[config.mk]
export PLATFORM = sky130hd
export DESIGN_NAME = pudc_counter
export DESIGN_NICKNAME = d
export VERILOG_FILES = /design/src/shared/pudc_pkg.sv /design/src/shared/pudc_pin_if.sv /design/src/rtl/pudc_pin_sync.sv /design/src/rtl/pudc_counter.sv
export VERILOG_INCLUDE_DIRS = /design/src /design/src/shared
export SDC_FILE = /design/constraint.sdc
export NUM_CORES = 1
export LEC_CHECK = 0
export BUFFER_PORTS_ARGS = -buffer_cell sky130_fd_sc_hd__buf_2
export CORE_UTILIZATION = 57
export CTS_CLUSTER_DIAMETER = 60
export DETAILED_ROUTE_END_ITERATION = 7
export PLACE_DENSITY = 0.81
export SYNTH_ARGS = -nofsm -noshare
export SYNTH_HDL_FRONTEND = slang
export SYNTH_HIERARCHICAL = 1
export SYNTH_SLANG_ARGS = --single-unit
[constraint.sdc]
create_clock -name clk -period 3.7 [get_ports clk]
set_input_delay 0.74 -clock clk [delete_from_list [all_inputs] [get_ports clk]]
set_output_delay 0.74 -clock clk [all_outputs]
set_load 0.02 [all_outputs]
[src/shared/pudc_defs.svh]
// Constants of the presettable up/down binary counter
//
// Contract
// - Four count bits share one clock and change together, never rippling.
// - Count advances on a rising count-clock edge only while count enable is low.
// - Direction low counts up, high counts down, sampled at the edge.
// - Enable or direction changes between edges never alter the stored count.
// - While load is low each count bit follows its preset input.
// - Terminal flag is high at 15 counting up or 0 counting down.
// - Ripple output is low on terminal count only while count clock is low.
// - Counting up wraps from 15 to 0, then continues 1, 2 and onward.
// - Counting down wraps from 0 to 15, then continues 14, 13 and onward.
`ifndef PUDC_DEFS_SVH
`define PUDC_DEFS_SVH

`define PUDC_WIDTH        4
`define PUDC_COUNT_MAX    4'hF
`define PUDC_COUNT_MIN    4'h0
`define PUDC_COUNT_RST    4'h0
`define PUDC_STEP         4'h1
`define PUDC_PIN_WIDTH    8
`define PUDC_PIN_RST      8'h50
`define PUDC_SYNC_STAGES  2
`define PUDC_CLK_PERIOD_NS 4

`endif

[src/shared/pudc_pkg.sv]
// Types of the presettable up/down binary counter
`include "pudc_defs.svh"
package pudc_pkg;

	// Count value
	typedef logic [`PUDC_WIDTH-1:0] pudc_count_t;

	// Count direction as seen on the direction pin
	typedef enum logic {
		PUDC_DIR_UP   = 1'b0,
		PUDC_DIR_DOWN = 1'b1
	} pudc_dir_e;

	// Pin group, packed in the order used by the synchroniser
	typedef struct packed {
		logic        countClk;
		logic        countEnableLow;
		logic        directionSelect;
		logic        loadN;
		pudc_count_t presetData;
	} pudc_pins_s;

endpackage

[src/shared/pudc_pin_if.sv]
// Pin group between the counter core and its input synchroniser
`timescale 1ns/100ps
`default_nettype none
`include "pudc_defs.svh"
interface pudc_pin_if;
	logic [`PUDC_PIN_WIDTH-1:0] rawPins;
	logic [`PUDC_PIN_WIDTH-1:0] syncPins;

	// Core hands raw pins over and takes synchronised ones back
	modport drv (output rawPins, input syncPins);
	// Synchroniser side
	modport syn (input rawPins, output syncPins);
endinterface
`default_nettype wire

[src/rtl/pudc_pin_sync.sv]
// Two-flop synchroniser for the counter's asynchronous input pins
`timescale 1ns/100ps
`default_nettype none
`include "pudc_defs.svh"
module pudc_pin_sync (
	// Clock and reset
	input  wire logic clk,
	input  wire logic rst_n,
	// Pin group
	pudc_pin_if.syn   pins
);
	import pudc_pkg::*;

	localparam logic [`PUDC_PIN_WIDTH-1:0] PIN_RST = `PUDC_PIN_RST;

	logic [`PUDC_PIN_WIDTH-1:0] stage1_r;
	logic [`PUDC_PIN_WIDTH-1:0] stage2_r;

	// One two-flop chain per pin; first flop feeds only the second
	for (genvar i = 0; i < `PUDC_PIN_WIDTH; i++) begin : g_bit
		always_ff @(posedge clk) begin
			if (!rst_n) begin
				stage1_r[i] <= PIN_RST[i];
				stage2_r[i] <= PIN_RST[i];
			end else begin
				stage1_r[i] <= pins.rawPins[i];
				stage2_r[i] <= stage1_r[i];
			end
		end
	end

	assign pins.syncPins = stage2_r;

endmodule // pudc_pin_sync
`default_nettype wire

[src/rtl/pudc_counter.sv]
// Presettable 4-bit up/down binary counter with cascade outputs
`timescale 1ns/100ps
`default_nettype none
`include "pudc_defs.svh"
module pudc_counter (
	// System clock and reset
	input  wire logic                clk,
	input  wire logic                rst_n,
	// Counter pins, asynchronous to clk
	input  wire logic                countClk,
	input  wire logic                countEnableLow,
	input  wire logic                directionSelect,
	input  wire logic                loadN,
	input  wire pudc_pkg::pudc_count_t presetData,
	// Count and cascade outputs
	output var  pudc_pkg::pudc_count_t countValue,
	output var  logic                terminalCountFlag,
	output var  logic                rippleClockOutN
);
	import pudc_pkg::*;

	localparam pudc_count_t COUNT_MAX = `PUDC_COUNT_MAX;
	localparam pudc_count_t COUNT_MIN = `PUDC_COUNT_MIN;
	localparam pudc_count_t COUNT_RST = `PUDC_COUNT_RST;
	localparam pudc_count_t STEP      = `PUDC_STEP;

	pudc_pin_if pinBus ();
	pudc_pins_s rawS;
	pudc_pins_s syncS;

	pudc_count_t count_r;
	pudc_count_t count_nxt;
	logic        clkPrev_r;
	logic        countEdge;
	logic        termFlag_r;
	logic        termFlag_nxt;
	logic        rippleN_r;
	logic        rippleN_nxt;

	// Terminal decode: 15 going up, 0 going down
	function automatic logic isTerminal(input pudc_count_t cnt, input logic dir);
		isTerminal = (dir == PUDC_DIR_UP) ? (cnt == COUNT_MAX) : (cnt == COUNT_MIN);
	endfunction

	// Pack pins for the synchroniser
	always_comb begin
		rawS.countClk        = countClk;
		rawS.countEnableLow  = countEnableLow;
		rawS.directionSelect = directionSelect;
		rawS.loadN           = loadN;
		rawS.presetData      = presetData;
	end
	assign pinBus.rawPins = rawS;
	assign syncS          = pudc_pins_s'(pinBus.syncPins);

	pudc_pin_sync u_sync (
		.clk   (clk),
		.rst_n (rst_n),
		.pins  (pinBus.syn)
	);

	// Count-clock rising edge, seen on synchronised level only
	always_ff @(posedge clk) begin
		if (!rst_n) begin
			clkPrev_r <= 1'b0;
		end else begin
			clkPrev_r <= syncS.countClk;
		end
	end
	assign countEdge = syncS.countClk & ~clkPrev_r;

	// Next count: load first, then enabled edge, else hold
	always_comb begin
		count_nxt = count_r;
		if (!syncS.loadN) begin
			count_nxt = syncS.presetData;
		end else if (countEdge && !syncS.countEnableLow) begin
			if (syncS.directionSelect == PUDC_DIR_UP) begin
				count_nxt = count_r + STEP;
			end else begin
				count_nxt = count_r - STEP;
			end
		end
	end

	// All four bits in one register on one clock
	always_ff @(posedge clk) begin
		if (!rst_n) begin
			count_r <= COUNT_RST;
		end else begin
			count_r <= count_nxt;
		end
	end

	// Cascade outputs follow the next count
	assign termFlag_nxt = isTerminal(count_nxt, syncS.directionSelect);
	assign rippleN_nxt  = ~(termFlag_nxt & ~syncS.countClk);

	always_ff @(posedge clk) begin
		if (!rst_n) begin
			termFlag_r <= 1'b0;
			rippleN_r  <= 1'b1;
		end else begin
			termFlag_r <= termFlag_nxt;
			rippleN_r  <= rippleN_nxt;
		end
	end

	assign countValue        = count_r;
	assign terminalCountFlag = termFlag_r;
	assign rippleClockOutN   = rippleN_r;
endmodule // pudc_counter
`default_nettype wire

## Word-level counts from Yosys, hierarchy flattened

Cells that the tools add are included.

- Bits in registers: 23
- Output and inout bits: 6
- Input bits: 10
- Logic and storage cells: 35

- Eq/ne operators: 1
- Bitwise logic cells: 5
- Add/sub/neg operators: 2
- Reductions and logical operators: 3
- Multiplexer cells: 4

Operators with widths:

| cell | number |
|---|---|
| two-way mux 4 bit | 3 |
| adder 4 x 1 -> 4 bit, second input constant | 1 |
| equality test 4 bit, second input constant | 1 |
| zero test 4 bit | 1 |
| subtractor 4 x 1 -> 4 bit, second input constant | 1 |
| NOT 1 bit | 3 |
| bitwise AND 1 bit | 2 |
| logical AND 1 bit | 1 |
| zero test 1 bit | 1 |
| two-way mux 1 bit | 1 |

## Logic depth before layout (Yosys ltp)

Gate-level depths: netlist (run 1).

- Depth after elaboration: 9
- Gate-level depth with buffers: 7
- Depth with buffers taken out: 7

## By module

Netlist (run 1), hierarchy kept.

By module, submodules not included:

| module | times used | area an instance (sq um) | sequential area each (sq um) | cells each |
|---|---|---|---|---|
| pudc_counter | 1 | 521.8 | 140.1 | 57 |
| pudc_pin_sync | 1 | 442.9 | 320.3 | 33 |

## Least setup slack after synthesis (run 1)

OpenSTA, ideal clock, no wires.

- Path type: register to register
- Start: register count_r[2], in the netlist countValue[2]
- End: register rippleN_r, in the netlist rippleClockOutN
- Cell stages (with the launch flop): 7
- Setup time: 121 ps
- Period minus slack after synthesis: 1898 ps
- Setup slack: 1802 ps
- Arrival time: 1777 ps
- Required time: 3579 ps
- Buffers on the path: 0
- Cell sequence: dfxtp_1 > ha_1 > a21oi_1 > nand2_1 > a21boi_1 > or3_4 > mux2_4

- Longest elaborated chain between the ends: 8
- Elaborated cells between the ends (all ways): 10
- Classes of those cells: 2 x add/sub; 1 x eq/ne; 4 x mux; 2 x bitwise; 1 x reduce/logical

RTL lines:

| element | RTL line | text |
|---|---|---|
| start: declaration | pudc_counter.sv:31 | `pudc_count_t count_r;` |
| start signal: assignment | pudc_counter.sv:91 | `count_r <= count_nxt;` |
| adder 4 x 1 -> 4 bit / subtractor 4 x 1 -> 4 bit (equally long branches) | pudc_counter.sv:79, pudc_counter.sv:81 |  |
| two-way mux 4 bit | pudc_counter.sv:78 | `if (syncS.directionSelect == PUDC_DIR_UP) begin` |
| two-way mux 4 bit (*) | pudc_counter.sv:77 | `end else if (countEdge && !syncS.countEnableLow) begin` |
| two-way mux 4 bit (*) | pudc_counter.sv:75 | `if (!syncS.loadN) begin` |
| equality test 4 bit / zero test 4 bit (equally long branches) | pudc_counter.sv:42 | `isTerminal = (dir == PUDC_DIR_UP) ? (cnt == COUNT_MAX) : (cnt == COUNT_MIN);` |
| two-way mux 1 bit (*) | pudc_counter.sv:42 |  |
| bitwise AND 1 bit (*) | pudc_counter.sv:97 | `assign rippleN_nxt = ~(termFlag_nxt & ~syncS.countClk);` |
| NOT 1 bit (*) | pudc_counter.sv:97 |  |
| end signal: assignment | pudc_counter.sv:105 | `rippleN_r <= rippleN_nxt;` |
| end: declaration | pudc_counter.sv:37 | `logic rippleN_r;` |

Mark *: on every way between the ends. The rest lies on a longest branch, timed or not.
A chain may end at the register's enable or synchronous reset.

## Worst setup path in the final report (run 1)

- Start: register u_sync.stage2_r[5], in the netlist u_sync/pins.syncPins[5]
- End: register rippleN_r, in the netlist rippleClockOutN

- Longest elaborated chain between the ends: 7
- Elaborated cells between the ends (all ways): 8
- Classes of those cells: 1 x eq/ne; 4 x mux; 2 x bitwise; 1 x reduce/logical

RTL lines:

| element | RTL line | text |
|---|---|---|
| start: declaration | pudc_pin_sync.sv:17 | `` logic [`PUDC_PIN_WIDTH-1:0] stage2_r; `` |
| start signal: indexed assignment | pudc_pin_sync.sv:24 | `stage2_r[i] <= PIN_RST[i];` |
| start signal: indexed assignment | pudc_pin_sync.sv:27 | `stage2_r[i] <= stage1_r[i];` |
| two-way mux 4 bit | pudc_counter.sv:78 |  |
| two-way mux 4 bit | pudc_counter.sv:77 |  |
| two-way mux 4 bit | pudc_counter.sv:75 |  |
| equality test 4 bit / zero test 4 bit (equally long branches) | pudc_counter.sv:42 |  |
| two-way mux 1 bit (*) | pudc_counter.sv:42 |  |
| bitwise AND 1 bit (*) | pudc_counter.sv:97 |  |
| NOT 1 bit (*) | pudc_counter.sv:97 |  |

Marks and branches as above.

==> results of run 1 <==
## state kept, by name, summed over array words and instances, names as in the netlist
register / count
clkPrev_r: 1
countValue: 4
rippleClockOutN: 1
terminalCountFlag: 1
u_sync/pins.syncPins: 8
u_sync/stage1_r: 8
## power groups by stage
stage	combinational (mW)	clock [mW]	sequential [mW]
floorplan	0.0256	0	0.271
global placement	0.0364	0	0.270
detailed placement	0.0382	0	0.271
CTS	0.0382	0.114	0.265
global route	0.0417	0.127	0.267
finish	0.0377	0.110	0.265
## final timing paths
check                                startpoint                                 end  slack (ns)  cells past startpoint
min reg2reg       u_sync/stage1_r[6]$_SDFF_PN1_  u_sync/pins.syncPins[6]$_SDFF_PN1_        0.42                      1
max          u_sync/pins.syncPins[5]$_SDFF_PN0_          rippleClockOutN$_SDFF_PN1_        1.65                      6
min               u_sync/stage1_r[6]$_SDFF_PN1_  u_sync/pins.syncPins[6]$_SDFF_PN1_        0.42                      1
max reg2reg  u_sync/pins.syncPins[5]$_SDFF_PN0_          rippleClockOutN$_SDFF_PN1_        1.65                      6
## cells by family after synthesis
kind of cell	count (synthesis)	share of synthesized area [%]
AOI/OAI and AO/OA	8	5.71
adders and majority gates	3	4.67
xor gates and xnor gates	1	0.908
muxes	5	5.84
buffers and inverters	6	2.85
DFF	23	47.7
and+or+nand+nor	44	32.3
## per-layer routing
| metal | vias up | wire [µm] | global-route usage (%) |
|---|---|---|---|
| met4 | 0 | 57 | 10.3 |
| met1 | 295 | 640 | 22.9 |
| met5 | - | 0 | 0 |
| met3 | 6 | 90 | 6.38 |
| li1 | 341 | - | - |
| met2 | 30 | 758 | 31.0 |
## worst max-delay path, delay by kind of cell, from the launching register on
| kind | cells | cell delay, ns |
|---|---|---|
| simple gates | 1 | 0.15 |
| buf+inv | 1 | 0.13 |
| flops | 1 | 0.43 |
| fa+ha+maj | 1 | 0.55 |
| mux | 3 | 0.69 |
## area by class of cell
class	count	area [µm²]	share of cell area (%)
clock buffer	3	22.5	2.10
tap	16	20.0	1.86
inverter	4	15.0	1.40
timing repair buffer	15	75.1	6.98
clock inverter	1	5.00	0.466
sequential	23	460	42.8
multi-input combinational	61	477	44.4
## stage by stage
step	cell area [µm²]	hold WS, ns
floorplan	965	0.385
detailed placement	1050	0.399
global route	1070	0.450
CTS	1070	0.429
finish	1070	0.423
global placement	1050	0.387
## layout by cell type (no fill, tap or decap), drive strengths merged, types with 3 or more instances in the layout
master and n:
nand3 6, dfxtp 23, nand4 3, and2 16, mux2i 3, nand2 3, clkbuf 3, inv 4
buf 15, or2b 4, nor2b 4, nand4b 3
==> summary.md, run 1 <==
| Metric | Value |
|---|---|
| Run status | `finished, final reports clean` |
| PortBufs | `15` |
| Syn-to-layout area delta | `11.4%` |
| CTS tree | `done` |
| Post-layout worst setup margin | `1.65 ns` |
| WP data arrival | `roughly 2.3 ns` |
| # H-tree levels | `1` |
| Final period utilization | `between 50% and 60%` |
| Net Count, Synth | `103` |
| Ys flop type | `dfxtp_1` |
| Num ports | `16` |
| Synth cell count leaders | `23 x dfxtp_1, 12 x and2_2, 5 x nand3_1` |
| Top post-synthesis cells by area | `dfxtp_1 48%, and2_2 9.3%, mux2i_1 3.1%, or2b_1 3.1%, nand4b_1 2.7%` |
| CP max-delay cell | `fa_1` |
| Avg WL per Cell | `around 13 µm` |
| Most used cell, CP | `mux2i_1` |
| DRC Markers | `0` |
| Lkg Pwr | `approximately 0.45 nW` |
| Worst Setup Slack post-DPL | `~1.7 ns` |
| Fmax | `489 MHz` |
| Final cell count without fillers | `between 100 and 150` |
| Flop pwr share | `around 64%` |
| CP Class | `reg2reg` |
| Synth Instances | `90` |
| Power Density | `approximately 380 nW/µm²` |
| Crit Path Max Fanout | `6` |
| Clock Sink Count | `23` |
| Count of cell types in the netlist | `31` |
| Core Rows | `14` |
| Hold-fix buffers, CTS | `0` |
| Die X | `43.1 µm` |
| CP max stage delay | `approximately 0.55 ns` |
| Slew HR | `a little under two thirds` |
| Setup bufs post-CTS | `0` |
| Final nets | `between 100 and 150` |
| Fillers | `125` |
| Final setup fails | `0` |
| Total Wirelength | `approximately 1500 µm` |
| Vias | `about 670` |
| Worst Skew | `roughly 0.008 ns` |
| Post-layout util | `a little over two thirds` |
| Vias in the first global route | `~640` |
| Type of the most critical hold path | `reg2reg` |
| Die area | `1860 µm²` |
| Share of cells above drive strength 1 | `a little over a third` |
| Largest area contributor in the netlist | `dfxtp_1` |
| EDFF count, synth | `0` |
| Final GP Congestion | `~0.90` |
| Seq/Total Area, Yosys | `between 40% and 50%` |
| Total GRT Usage | `between 15 and 20%` |
| Final min period | `about 2.0 ns` |
| Tightest Pin Transition | `roughly 0.54 ns` |
| CP startpoint kind | `flop` |
| Initial antenna violation count | `0` |
| Largest net degree at the start of global routing | `24` |
| CTS max path bufs | `2` |
| RSZ-0062 raised after global routing | `false` |
| Critical Path RT | `3.91 ns` |
| Ant. Diodes | `0` |
| Max-cap violations | `0` |
| Mean post-synth cell area | `~11 µm²` |
| Crit path cell chain | `inv_1, fa_1, mux2i_1, mux2i_1, nand4_1, mux2_4` |
| Max-slew violation count | `0` |
| Total CTS buffers | `3` |
| Comb pwr share | `a little over 9%` |
| Die height | `roughly 43 µm` |
| Grt ovf | `0` |
| Clock transition at path regs | `0.12 ns` |
| Net Switching | `0.0934 mW` |
| Clock latency on the worst-skew pair | `around 0.30 ns` |
| Total Power | `0.412 mW` |
| Total negative slack | `0 ns` |
| Top-area cell type share of the netlist area | `roughly 48%` |
| Ys Warns | `6` |
| Peak supply drop | `0.278 mV` |
| Final Hold Viols | `0` |
| Initial drt markers | `11` |
| CTS root buf | `clkbuf_4` |
| Synthesized area | `roughly 960 µm²` |
| Clock power share | `26.6%` |
| Most common cell in the netlist | `dfxtp_1` |
| #FFs+latches synth | `23` |
| Post-CTS sizing | `0` |
| Placed insts | `~120` |
| Int Pwr | `around 0.32 mW` |
| Drt pass-1 iters | `4` |
| Net Sw Frac | `between 20 and 25%` |
| Core ar. | `1540 µm²` |
| Antenna Nets Post-Route | `0` |
| Initial Util | `between 60% and 70%` |
| First-pass GRT wire length | `about 2600 µm` |
| Ys async rst share | `0%` |
| Post-DR vias/cell | `approximately 5.5` |
| Crit end category | `flop` |
Note: power is estimated with default switching activity, not from simulation.
==> inputs of run 2 (changes only) <==
- ABC_AREA: default -> 1
- CORE_UTILIZATION: 57 -> 53
- PLACE_DENSITY: 0.81 -> 0.75
- clock period: 3.7 -> 1.9 ns (I/O delays scaled with it)
==> run 2 against run 1 <==
  * Sequential power is 95% higher
  * Worst setup slack lost 1.5 ns
  * Via count increased by 18%
  * Combinational power increased by 130%
  * Wire length increased by 7.8%
  * Critical path type unchanged
  * Final area up 5.2%
  * Clock skew is 0.0060 ns lower
  * Clock-buffer cell count did not move
==> summary.md, run 2 <==
| Metric | Value |
|---|---|
| Crit end category | `flop` |
| Clock latency on the worst-skew pair | `0.30 ns (about the same)` |
| Final instance area | `1130 µm² (+5.2%)` |
| Die height | `45.8 µm (+6.2%)` |
| Critical Path RT | `2.11 ns (-1.80 ns)` |
| Top-area cell type share of the netlist area | `45.3% (-2.5 points)` |
| Post-Synth XOR/XNOR Area | `0% (-0.91 points)` |
| Run status | `finished, final reports clean` |
| Final min period | `1.74 ns (-0.304 ns)` |
| Area share of fa/ha/maj cells after synthesis | `4.43% (-0.24 points)` |
| Power Density | `724 nW/µm² (+89%)` |
| Tightest Pin Transition | `0.274 ns (-0.267 ns)` |
| Final setup fails | `0 (unchanged)` |
| RSZ-0062 raised after global routing | `false` |
| First-pass GRT wire length | `2610 µm (-0.53%)` |
| Worst Skew | `0.00188 ns (-0.00600 ns)` |
| Synth cell count leaders | `47 x nand2_1, 25 x inv_1, 23 x dfxtp_1` |
| Core ar. | `1760 µm² (+14%)` |
| Final Hold Viols | `0 (unchanged)` |
| Ant. Diodes | `0 (unchanged)` |
| Lkg Pwr | `0.682 nW (+51%)` |
| Simple-gate share of the synthesized area | `34.2% (+1.9 points)` |
| Mux cell area share after synthesis | `0% (-5.8 points)` |
| Worst r2r src | `countValue[0]$_SDFF_PN0_` |
| #FFs+latches synth | `23 (unchanged)` |
| Crit Path Max Fanout | `4 (-2)` |
| DP HPWL | `1340 µm` |
| CP startpoint kind | `flop` |
| CTS root buf | `clkbuf_4` |
| Share of cells above drive strength 1 | `27.7% (-8.8 points)` |
| Hold depth | `3 (+2)` |
| Die X | `45.8 µm (+6.2%)` |
| Most common cell in the netlist | `nand2_1` |
| Slew HR | `81.7% (+18 points)` |
| Syn-to-layout area delta | `11.2%` |
| Area of the multi-input gates | `398 µm² (-17%)` |
| Register-to-Register Path Depth | `12 (+6)` |
| Num ports | `16 (unchanged)` |
| PortBufs | `15 (unchanged)` |
| Clock transition at path regs | `0.12 ns (about the same)` |
| Worst r2r dst | `rippleClockOutN$_SDFF_PN1_` |
| Initial Util | `57.7% (-4.9 points)` |
| Die area | `2100 µm² (+13%)` |
| Max-cap violations | `0 (unchanged)` |
| Final GP Congestion | `0.878 (-2.4%)` |
| CTS max path bufs | `2 (unchanged)` |
| Total negative slack | `0 ns (unchanged)` |
| Avg WL per Cell | `9.05 µm (-28%)` |
| Total CTS buffers | `3 (unchanged)` |
| Fillers | `180 (+44%)` |
| Ys Warns | `6 (unchanged)` |
| Reg area | `464 µm² (+0.82%)` |
| Total Wirelength | `1670 µm (+7.8%)` |
| Synthesized area | `1020 µm² (+5.4%)` |
| Final nets | `173 (+43%)` |
| Initial antenna violation count | `0 (unchanged)` |
| Synth Area in Compound Gates | `0.492% (-5.2 points)` |
| Reg2Reg Setup Slack | `0.16 ns (-1.50 ns)` |
| Placed standard-cell area | `1100 µm² (+5.0%)` |
| DRC Markers | `0 (unchanged)` |
| Vias | `795 (+18%)` |
| Setup bufs post-CTS | `0 (unchanged)` |
| Synth Instances | `141 (+57%)` |
| Seq/Total Area, Yosys | `45.3% (-2.5 points)` |
| Mean post-synth cell area | `7.21 µm² (-33%)` |
| Vias in the first global route | `668 (+4.5%)` |
| Drt pass-1 iters | `4 (unchanged)` |
| Commonest non-fill, non-tap cell in the layout | `nand2_1` |
| CP Class | `reg2reg` |
| Largest area contributor in the netlist | `dfxtp_1` |
| Final period utilization | `91.7% (+36 points)` |
| Total GRT Usage | `17.7% (-1.7 points)` |
| Fmax | `574 MHz (+17%)` |
| Largest net degree at the start of global routing | `17 (-29%)` |
| Top post-synthesis cells by area | `dfxtp_1 45%, nand2_1 17%, inv_1 9.2%, nand2_2 4.9%, inv_2 3.3%` |
| Initial drt markers | `17 (+6)` |
| Ys flop type | `dfxtp_1` |
| Hold Path Sink | `u_sync/stage1_r[4]$_SDFF_PN1_` |
| Peak supply drop | `0.486 mV (+75%)` |
| Clock Sink Count | `23 (unchanged)` |
| Post-DR vias/cell | `4.32 (-21%)` |
| Antenna Nets Post-Route | `0 (unchanged)` |
| Type of the most critical hold path | `in2reg` |
| Max-slew violation count | `0 (unchanged)` |
| Count of cell types in the netlist | `16 (-48%)` |
| WP data arrival | `1.95 ns (-0.30 ns)` |
| EDFF count, synth | `0 (unchanged)` |
| # H-tree levels | `1 (unchanged)` |
| CTS tree | `done` |
| Core Rows | `15 (+1)` |
| Net Count, Synth | `154 (+50%)` |
| Grt ovf | `0 (unchanged)` |
| Hold path startpoint | `loadN` |
| Ys async rst share | `0% (unchanged)` |
| Largest family of logic cells by synthesized area | `simple AND/OR/NAND/NOR gates` |
| Commonest cells after routing, fill and taps aside | `47 x nand2_1, 25 x inv_1, 20 x dfxtp_1` |
## run 2: changes by cell type after synthesis, sizes merged, moves of 3 or more
cell | before | now
nor2 | 0 | 11
mux2i | 3 | 0
nand2 | 3 | 55
and2 | 16 | 0
nor2b | 4 | 0
or2b | 4 | 0
inv | 4 | 34
or2 | 0 | 3
nand4b | 3 | 0
## run 2: critical path, stage by stage, from the launching register on
cell,delay (ns)
dfxtp_2,0.37
inv_1,0.08
fa_1,0.48
nand2_1,0.10
nand2_1,0.06
nor2_1,0.08
nor2_1,0.06
nor2_2,0.10
nand2_1,0.06
nor2_1,0.08
nand2_1,0.06
nand2_2,0.07
nand2_2,0.04
## run 2: metrics by stage
stage	util, %	cells	worst slack [ns]	power (mW)	hold slack, ns
2_1_floorplan	-	141	0.139	0.591	0.380
3_3_place_gp	62.3	180	0.211	0.610	0.384
3_5_place_dp	62.3	180	0.146	0.614	0.391
4_1_cts	63.9	184	0.134	0.830	0.231
5_1_grt	64.1	184	0.000508	0.861	0.232
6_report	64.1	184	0.158	0.819	0.238
## run 2: worst max path at each step
stage | from | endpoint | slack, ns | depth (start not counted)
after floorplan | countValue[0]$_SDFF_PN0_ | rippleClockOutN$_SDFF_PN1_ | 0.14 | 12
after global routing | countValue[0]$_SDFF_PN0_ | rippleClockOutN$_SDFF_PN1_ | 0.0005 | 12
final | countValue[0]$_SDFF_PN0_ | rippleClockOutN$_SDFF_PN1_ | 0.16 | 12
after global placement | countValue[0]$_SDFF_PN0_ | rippleClockOutN$_SDFF_PN1_ | 0.21 | 11
after CTS | countValue[0]$_SDFF_PN0_ | rippleClockOutN$_SDFF_PN1_ | 0.13 | 12
after detailed placement | countValue[0]$_SDFF_PN0_ | rippleClockOutN$_SDFF_PN1_ | 0.15 | 12
## run 2: layout make-up
class	instances	share of cell area [%]
flip-flops and latches	23	41.0
multi-input cells	82	35.2
inverters	34	11.3
repair buffers	16	7.30
well taps	25	2.77
clock buffers	3	1.99
clock inverters	1	0.442
## run 2: metal layers
metal	part of all wire [%]	vias up	GRT usage, %
met4	0.48	0	7.06
met1	44	335	19.0
met2	52	18	34.3
li1	-	440	-
met3	3.5	2	2.38
met5	0	-	0
## run 2: logic make-up after synthesis
family,count (synthesis)
DFF,23
adders and majority gates,3
AOI/OAI and AO/OA,1
and+or+nand+nor,78
buffers and inverters,36
## run 2: repair_timing
action,CTS,global route
gates resized for setup,0,3
hold endpoints to repair,0,0
endpoints found under the setup margin,0,1
hold buffers,0,0
## run 2: report_power, final
group,switching [mW],internal [mW],total (mW)
clock network,0.137,0.0784,0.215
logic,0.0535,0.0342,0.0877
registers,0.0121,0.504,0.516
